--- src/common/led_pwm_defines.vh ---
// Register addresses, field positions, reset values and timing counts of the LED intensity block
`ifndef LED_PWM_DEFINES_VH
`define LED_PWM_DEFINES_VH

// Register address codes
`define ADDR_MASTER_NINTH   8'h0e
`define ADDR_FIRST_PAIR     8'h10

// Field positions inside the master and ninth-output register
`define MASTER_MSB          7
`define MASTER_LSB          4
`define NINTH_MSB           3
`define NINTH_LSB           0

// Field positions inside the first pair register
`define SECOND_MSB          7
`define SECOND_LSB          4
`define FIRST_MSB           3
`define FIRST_LSB           0

// Reset values
`define RST_MASTER_NINTH    8'h00
`define RST_FIRST_PAIR      8'h00
`define RST_READ_DATA       8'h00

// Level encodings
`define LEVEL_ZERO          4'h0
`define LEVEL_STATIC        4'hf
`define MASTER_FULL         4'hf

// Frame geometry: sixteen slots per subframe, fifteen master phases
`define SLOT_LAST           4'hf
`define PHASE_LAST          4'he

// Internal oscillator: sys_clk cycles per PWM slot
`define OSC_DIV_LAST        8'h03
`define OSC_DIV_ZERO        8'h00

`endif

--- src/verilog/led_intensity_pwm_regs.v ---
// Intensity registers and PWM drive for the ninth, first and second open-drain outputs
`timescale 1ns/1ps
`default_nettype none
`include "led_pwm_defines.vh"

module led_intensity_pwm_regs (
    // Clock and reset
    input  wire       sys_clk,
    input  wire       rst_n,
    // Register port from the serial interface
    input  wire [7:0] regAddr,
    input  wire       regWrite,
    input  wire       regRead,
    input  wire [7:0] regWdata,
    output reg  [7:0] regRdata_q,
    output reg        regRvalid_q,
    // Open-drain sink enables: bit 0 first, bit 1 second, bit 2 ninth output
    output wire [2:0] ledSinkOe,
    // Status
    output reg        oscRunning_q
);

    reg  [7:0] masterNinth_q;
    reg  [7:0] firstPair_q;
    wire [3:0] slot;
    wire [3:0] phase;
    wire [3:0] masterLevel;
    wire [3:0] ninthLevel;
    wire [3:0] firstLevel;
    wire [3:0] secondLevel;
    wire       selMasterNinth;
    wire       selFirstPair;
    wire       oscEnable;

    // Address decode shared by both registers
    function addrHits;
        input [7:0] addr;
        input [7:0] code;
        begin
            addrHits = (addr == code);
        end
    endfunction

    // True when a level field holds the all-off code
    function levelIsZero;
        input [3:0] level;
        begin
            levelIsZero = (level == `LEVEL_ZERO);
        end
    endfunction

    assign selMasterNinth = addrHits(regAddr, `ADDR_MASTER_NINTH);
    assign selFirstPair   = addrHits(regAddr, `ADDR_FIRST_PAIR);
    assign oscEnable      = !levelIsZero(masterLevel);

    assign masterLevel = masterNinth_q[`MASTER_MSB:`MASTER_LSB];
    assign ninthLevel  = masterNinth_q[`NINTH_MSB:`NINTH_LSB];
    assign secondLevel = firstPair_q[`SECOND_MSB:`SECOND_LSB];
    assign firstLevel  = firstPair_q[`FIRST_MSB:`FIRST_LSB];

    // Register writes store the full byte
    always @(posedge sys_clk or negedge rst_n) begin
        if (!rst_n) begin
            masterNinth_q <= `RST_MASTER_NINTH;
            firstPair_q   <= `RST_FIRST_PAIR;
        end else if (regWrite) begin
            if (selMasterNinth) begin
                masterNinth_q <= regWdata;
            end
            if (selFirstPair) begin
                firstPair_q <= regWdata;
            end
        end
    end

    // Read-back one cycle after the strobe; unmapped addresses return zero
    always @(posedge sys_clk or negedge rst_n) begin
        if (!rst_n) begin
            regRdata_q  <= `RST_READ_DATA;
            regRvalid_q <= 1'b0;
        end else begin
            regRvalid_q <= regRead;
            if (regRead) begin
                if (selMasterNinth) begin
                    regRdata_q <= masterNinth_q;
                end else if (selFirstPair) begin
                    regRdata_q <= firstPair_q;
                end else begin
                    regRdata_q <= `RST_READ_DATA;
                end
            end
        end
    end

    // Oscillator runs only while the master level is nonzero
    always @(posedge sys_clk or negedge rst_n) begin
        if (!rst_n) begin
            oscRunning_q <= 1'b0;
        end else begin
            oscRunning_q <= oscEnable;
        end
    end

    pwm_frame_counter frame (
        .sys_clk (sys_clk),
        .rst_n   (rst_n),
        .oscRun  (oscEnable),
        .slot_q  (slot),
        .phase_q (phase)
    );

    led_duty_output firstOut (
        .sys_clk     (sys_clk),
        .rst_n       (rst_n),
        .masterLevel (masterLevel),
        .outputLevel (firstLevel),
        .slot        (slot),
        .phase       (phase),
        .sinkOe_q    (ledSinkOe[0])
    );

    led_duty_output secondOut (
        .sys_clk     (sys_clk),
        .rst_n       (rst_n),
        .masterLevel (masterLevel),
        .outputLevel (secondLevel),
        .slot        (slot),
        .phase       (phase),
        .sinkOe_q    (ledSinkOe[1])
    );

    led_duty_output ninthOut (
        .sys_clk     (sys_clk),
        .rst_n       (rst_n),
        .masterLevel (masterLevel),
        .outputLevel (ninthLevel),
        .slot        (slot),
        .phase       (phase),
        .sinkOe_q    (ledSinkOe[2])
    );

endmodule
`default_nettype wire

--- src/verilog/pwm_frame_counter.v ---
// Internal PWM oscillator and the shared slot and master-phase counter
`timescale 1ns/1ps
`default_nettype none
`include "led_pwm_defines.vh"

module pwm_frame_counter (
    // Clock and reset
    input  wire       sys_clk,
    input  wire       rst_n,
    // Oscillator run control
    input  wire       oscRun,
    // Frame position
    output reg  [3:0] slot_q,
    output reg  [3:0] phase_q
);

    reg [7:0] divCount_q;

    wire tick = (divCount_q == `OSC_DIV_LAST);

    // A stopped oscillator parks the frame at its start
    always @(posedge sys_clk or negedge rst_n) begin
        if (!rst_n) begin
            divCount_q <= `OSC_DIV_ZERO;
            slot_q     <= `LEVEL_ZERO;
            phase_q    <= `LEVEL_ZERO;
        end else if (!oscRun) begin
            divCount_q <= `OSC_DIV_ZERO;
            slot_q     <= `LEVEL_ZERO;
            phase_q    <= `LEVEL_ZERO;
        end else if (tick) begin
            divCount_q <= `OSC_DIV_ZERO;
            slot_q     <= slot_q + 4'h1;
            if (slot_q == `SLOT_LAST) begin
                if (phase_q == `PHASE_LAST) begin
                    phase_q <= `LEVEL_ZERO;
                end else begin
                    phase_q <= phase_q + 4'h1;
                end
            end
        end else begin
            divCount_q <= divCount_q + 8'h01;
        end
    end

endmodule
`default_nettype wire

--- src/verilog/led_duty_output.v ---
// One open-drain output: combines master and output level into a registered sink enable
`timescale 1ns/1ps
`default_nettype none
`include "led_pwm_defines.vh"

module led_duty_output (
    // Clock and reset
    input  wire       sys_clk,
    input  wire       rst_n,
    // Levels
    input  wire [3:0] masterLevel,
    input  wire [3:0] outputLevel,
    // Frame position
    input  wire [3:0] slot,
    input  wire [3:0] phase,
    // Open-drain sink enable, high while pulling low
    output reg        sinkOe_q
);

    wire masterOn = (phase < masterLevel);

    always @(posedge sys_clk or negedge rst_n) begin
        if (!rst_n) begin
            sinkOe_q <= 1'b0;
        end else if (masterLevel == `LEVEL_ZERO) begin
            sinkOe_q <= 1'b0;
        end else if (outputLevel == `LEVEL_STATIC) begin
            // Static low across the subframe; only the master scale can gate it
            sinkOe_q <= (masterLevel == `MASTER_FULL) | masterOn;
        end else begin
            // Slots 0..level sink: level+1 sixteenths
            sinkOe_q <= masterOn & (slot <= outputLevel);
        end
    end

endmodule
`default_nettype wire

--- config.mk ---
export PLATFORM = sky130hd
export DESIGN_NAME = led_intensity_pwm_regs
export DESIGN_NICKNAME = d
export VERILOG_FILES = /design/src/verilog/led_intensity_pwm_regs.v /design/src/verilog/pwm_frame_counter.v /design/src/verilog/led_duty_output.v
export VERILOG_INCLUDE_DIRS = /design/src /design/src/common
export SDC_FILE = /design/constraint.sdc
export NUM_CORES = 1
export LEC_CHECK = 0
export BUFFER_PORTS_ARGS = -buffer_cell sky130_fd_sc_hd__buf_2
export CELL_PAD_IN_SITES_DETAIL_PLACEMENT = 1
export CELL_PAD_IN_SITES_GLOBAL_PLACEMENT = 2
export CORE_MARGIN = 2
export CORE_UTILIZATION = 33
export DETAILED_ROUTE_END_ITERATION = 10
export PLACE_DENSITY_LB_ADDON = 0.1
export SKIP_CTS_REPAIR_TIMING = 1
export SLEW_MARGIN = 20
export SYNTH_ARGS = -nofsm -noshare
export SYNTH_HDL_FRONTEND = slang
export SYNTH_SLANG_ARGS = --single-unit
--- constraint.sdc ---
create_clock -name sys_clk -period 1.7 [get_ports sys_clk]
set_input_delay 0.085 -clock sys_clk [delete_from_list [all_inputs] [get_ports sys_clk]]
set_output_delay 0.085 -clock sys_clk [all_outputs]
set_load 0.05 [all_outputs]
=== Word-level counts from Yosys, hierarchy flattened ===
Cells that the tools add are included.

* Logic and storage cells: 54
* Bits in read-only memories: 0
* Input bits: 20
* Bits in latches: 0
* Memories: 0
* Output and inout port bits: 13
* Memory bits (writable): 0
* Register bits after elaboration: 45

* Bitwise operators: 4
* Divide/modulo/power cells: 0
* Add/subtract/negate cells: 3
* Shift-type cells: 0
* Mux-type cells: 16
* Reductions and logical operators: 7
* $mul: 0
* Eq/ne operators: 9
* Magnitude comparators: 4

{| class="wikitable"
|+ Operator list
! cell !! number
|-
| $mux 8 || 4
|-
| $eq 4x4->1 const B || 6
|-
| $mux 4 || 6
|-
| $le 4x4->1 || 3
|-
| $add 4x1->4 const B || 2
|-
| $add 8x1->8 const B || 1
|-
| $eq 8x2->1 const B || 1
|-
| $eq 8x4->1 const B || 1
|-
| $eq 8x5->1 const B || 1
|-
| $mux 1 || 6
|-
| $reduce_and 2->1 || 3
|-
| $logic_not 4->1 || 1
|-
| $lt 4x4->1 || 1
|-
| $reduce_bool 2->1 || 2
|-
| $and 1x1->1 || 3
|-
| $logic_not 1->1 || 1
|-
| $or 1x1->1 || 1
|}

=== Depth between registers and ports, before layout ===
* Depth after elaboration: 5
* Mapped depth: 6
* Mapped depth without buffers: 6

=== Hierarchy ===
A second synthesis with hierarchy kept.

* Cells, all modules: 245
* Area, all modules: 2673.8 um^2

{| class="wikitable"
|+ Modules (own cells, without submodules)
! module !! cells an instance !! times used !! area each (um^2) !! sequential area each (um^2)
|-
| led_intensity_pwm_regs || 75 || 1 || 1074.8 || 650.6
|-
| pwm_frame_counter || 77 || 1 || 833.3 || 400.4
|-
| led_duty_output || 31 || 3 || 255.2 || 25.0
|}

=== Worst setup path after synthesis ===
OpenSTA, ideal clock, no wires.

* Path kind: flip-flop to flip-flop
* From: register frame.divCount_q[0]
* To: register frame.phase_q[2]
* Path buffers: 0
* Period minus slack after synthesis: 1621 ps
* Arrival: 1544 ps
* Setup slack: 79 ps
* Cell stages (with the launch flop): 6
* Setup time: 77 ps
* Data required time: 1623 ps
* Cell sequence: dfrtp_1 -> ha_1 -> nor4b_4 -> nand3_2 -> or3b_1 -> a21oi_1

* Cells in the longest elaborated chain, start to end: 3

{| class="wikitable"
|+ RTL lines
! element !! line !! RTL
|-
| start, declared || pwm_frame_counter.v:17 || <nowiki>reg [7:0] divCount_q;</nowiki>
|-
| start signal, assigned || pwm_frame_counter.v:24 || <nowiki>divCount_q <= `OSC_DIV_ZERO;</nowiki>
|-
| start signal, assigned || pwm_frame_counter.v:28 || <nowiki>divCount_q <= `OSC_DIV_ZERO;</nowiki>
|-
| start signal, assigned || pwm_frame_counter.v:32 || <nowiki>divCount_q <= `OSC_DIV_ZERO;</nowiki>
|-
| $eq 8x2->1 (no line) || -- ||
|-
| $reduce_bool 2->1 (no line) || -- ||
|-
| $reduce_and 2->1 (no line) || -- ||
|-
| end signal, assigned || pwm_frame_counter.v:26 || <nowiki>phase_q <= `LEVEL_ZERO;</nowiki>
|-
| end signal, assigned || pwm_frame_counter.v:30 || <nowiki>phase_q <= `LEVEL_ZERO;</nowiki>
|-
| end signal, assigned || pwm_frame_counter.v:36 || <nowiki>phase_q <= `LEVEL_ZERO;</nowiki>
|-
| end, declared || pwm_frame_counter.v:14 || <nowiki>output reg [3:0] phase_q</nowiki>
|}

No other way between the ends.
A chain may end at the register's enable or synchronous reset.

=== Worst setup path in the final report ===
* From: register frame.slot_q[1]
* To: register frame.phase_q[2]

* Cells in the longest elaborated chain, start to end: 3

{| class="wikitable"
|+ RTL lines
! element !! line !! RTL
|-
| start, declared || pwm_frame_counter.v:13 || <nowiki>output reg [3:0] slot_q,</nowiki>
|-
| start signal, assigned || pwm_frame_counter.v:25 || <nowiki>slot_q <= `LEVEL_ZERO;</nowiki>
|-
| start signal, assigned || pwm_frame_counter.v:29 || <nowiki>slot_q <= `LEVEL_ZERO;</nowiki>
|-
| start signal, assigned || pwm_frame_counter.v:33 || <nowiki>slot_q <= slot_q + 4'h1;</nowiki>
|-
| $eq 4x4->1 (no line) || -- ||
|-
| $reduce_bool 2->1 (no line) || -- ||
|-
| $reduce_and 2->1 (no line) || -- ||
|}

No other way between the ends.

==> impl_metrics.ini <==
[power_and_ir_drop]
p_sw_frac = 0.272
combPwrFrac = 0.152
clkPwrFrac = 0.357
p_seq_frac = 0.491
intPower_mw = 1.69
p_sw_mw = 0.632
power_density_mw_per_mm2 = 770
peakVddDrop_mv = 0.313
p_leak_nw = 1.42

[timing]
drv_slew = 0
fin_crit_ns = 1.58
tightest_slew_ns = 0.500
slew_headroom = 0.667
skew_ns = 0.00377
max_freq_mhz = 633
hold_viol = 0
finalCritPeriodShare = 0.929
grt_setup_unrepaired = yes
finalSetupViolations = 0

[synth]
synth_xor_area_frac = 0.0330
netlist_instances = 219
synth_cell_types = 37
synth_compound_area_frac = 0.108
ys_warn_count = 0
synth_nets = 258
synth_mux_area_frac = 0.0755
synth-seq-area-share = 0.472
syn_area_mm2 = 0.00239
synth_top_family_by_area = simple AND/OR/NAND/NOR gates
avgSynthCellArea_um2 = 10.9
synth-adder-area-share = 0.0996
synthSimpleGateAreaFrac = 0.173
synth-seq-cells = 45

[grt]
grt_pass1_wl_um = 9450
grt_pass1_vias = 1906
gr-usage-all-layers = 0.156
grt_antenna_before_repair = 0
overflow = 0
grt_max_degree = 28

[cts]
clk_pin_slew_ns = 0.09
insertion_delay_ns = 0.30
cts_buffers = 5
cts_tree = yes
numClockSinks = 45
clk_path_buf_depth = 2
h-tree-depth = 2
cts_root_buf = clkbuf_8

[setup_path]
crit_arrival_ns = 1.81
cp-end-kind = register
cp_max_fo = 8
critPathKind = reg2reg
critPathLaunchType = register
crit_required_ns = 1.93

[floorplanning]
start_util = 0.345
core_mm2 = 0.00691
dieArea_mm2 = 0.00793
fp-row-count = 30
ios = 33
die_w_um = 89.0
die_y_um = 89.0

[placement]
hpwlAfterDp_um = 4320
place_inst = 362
gp_congestion = 0.730
placed_area_mm2 = 0.00281
portBuffers = 32

[drt]
drtIter0Drc = 35
via_per_inst = 4.88
vias = 1846
dr.pass1.iters = 4
wirelength_um = 5640
route.detailed.drc = 0
final_antenna_net_count = 0
wl_per_cell_um = 14.9

[finish]
nets = 320
antenna_cells = 0
area_growth_pct = 26.5
stdcell_area_mm2 = 0.00302
seqCellArea_mm2 = 0.00113
fin_cells = 378
drive_gt1_frac = 0.344
finish.utilization = 0.437
nFillCells = 814
multi_input_area_mm2 = 0.00120

[flow_run]
drv_cap = 0

[min_path]
hp-class = in2reg

[status]
status = completed
-- power groups by stage --
stage,registers (mW),clock network [mW],logic (mW)
floorplan,1.23,0,0.123
global placement,1.16,0,0.333
detailed placement,1.16,0,0.335
CTS,1.14,0.864,0.337
global route,1.15,0.906,0.396
finish,1.14,0.831,0.354
-- critical path, cell delays in order, from the launching register on --
cell     delay, ns
dfrtp_1       0.46
ha_1          0.20
and3_1        0.18
nand3_2       0.14
or3b_1        0.38
a21oi_1       0.15
-- cells in the final DEF, fill, tap and decap left out, drive strengths merged, types with 2 or more instances in the layout --
cell / synthesis / final
o21ai: 6 / 6
xnor2: 2 / 2
a211oi: 3 / 3
o211ai: 3 / 3
nand4: 4 / 4
a21boi: 3 / 3
nor4b: 2 / 2
mux2: 16 / 16
inv: 15 / 15
ha: 19 / 19
dfrtp: 45 / 45
xor2: 7 / 7
nand2: 5 / 5
nand3: 12 / 12
nor2: 19 / 19
a21oi: 14 / 14
and4b: 4 / 4
or3: 3 / 3
a22oi: 8 / 8
and4: 3 / 3
and2: 2 / 2
clkbuf: 3 / 6
nor4: 2 / 2
buf: 4 / 61
a21o: 3 / 3
nor3: 2 / 2
and3: 6 / 6
-- area by class of cell --
class | count | area share
multi-input combinational | 152 | 0.398
sequential | 45 | 0.374
timing repair buffer | 62 | 0.133
tap | 96 | 0.0398
clock buffer | 6 | 0.0240
inverter | 15 | 0.0186
clock inverter | 2 | 0.0128
-- flip-flops by register name, summed over array words and instances (netlist names), 4 cells and up --
| name | cells |
|---|---|
| frame.slot_q | 4 |
| regRdata_q | 8 |
| frame.divCount_q | 8 |
| masterNinth_q | 8 |
| frame.phase_q | 4 |
| firstPair_q | 8 |
-- worst paths after layout --
check / to / cells after the start / start / slack, ns
min reg2reg: regRdata_q[3] / 2 / regRdata_q[3] / 0.52
max reg2reg: frame.phase_q[2] / 5 / frame.slot_q[1] / 0.12
max in group asynchronous: frame.divCount_q[5] / 3 / rst_n / 0.91
min: firstPair_q[2] / 2 / regWdata[2] / 0.03
max: frame.phase_q[2] / 5 / frame.slot_q[1] / 0.12
min in group asynchronous: firstPair_q[6] / 2 / rst_n / 0.28
-- synthesized netlist by cell type --
master,n,area [um2]
and3_1,5,31.3
nand3_1,11,55.1
o211ai_1,3,22.5
buf_4,3,22.5
and2_1,1,6.26
a211oi_1,3,22.5
ha_1,19,238
xnor2_1,2,17.5
mux2_2,16,180
dfrtp_1,45,1130
and3_2,1,7.51
nor3_2,1,10.0
or3b_1,1,8.76
a21boi_0,3,22.5
nor4_2,2,25.0
xor2_1,7,61.3
nand4_1,4,25.0
o21ai_0,6,30.0
a21o_1,3,22.5
clkbuf_1,3,11.3
nor4b_1,1,8.76
o21a_1,1,7.51
nand3_2,1,10.0
nor4b_4,1,23.8
buf_1,1,3.75
or3_1,3,18.8
inv_1,15,56.3
and4b_1,4,40.0
and4_1,3,26.3
nor2_1,19,71.3
nor2b_1,1,6.26
nor3b_1,1,7.51
nand2_1,5,18.8
nor3_1,1,5.00
a21oi_1,14,70.1
and2_0,1,6.26
a22oi_1,8,60.1
-- routing by layer --
| layer | vias up | track usage | share of wire |
|---|---|---|---|
| li1 | 913 | - | - |
| met1 | 906 | 0.203 | 0.49 |
| met2 | 21 | 0.268 | 0.48 |
| met3 | 6 | 0.0277 | 0.025 |
| met4 | 0 | 0.0407 | 0.012 |
| met5 | - | 0 | 0 |
-- stage by stage --
| step | power, mW | hold slack, ns | worst slack (ns) | setup TNS (ns) |
|---|---|---|---|---|
| 4_1_cts | 2.35 | -0.255 | -0.139 | -0.319 |
| 6_report | 2.33 | 0.0263 | 0.121 | 0 |
| 3_5_place_dp | 1.50 | 0.0789 | -0.121 | -0.253 |
| 2_1_floorplan | 1.35 | -0.211 | 0.0789 | 0 |
| 3_3_place_gp | 1.50 | 0.0839 | -0.104 | -0.237 |
| 5_1_grt | 2.45 | 0.0161 | -0.0106 | -0.0225 |
-- kinds of logic after synthesis --
logic type	Yosys count
simple gates	67
flops	45
compound gates	41
buf+inv	22
fa+ha+maj	19
mux	16
xor+xnor	9
(Power assumes the default switching activity.)
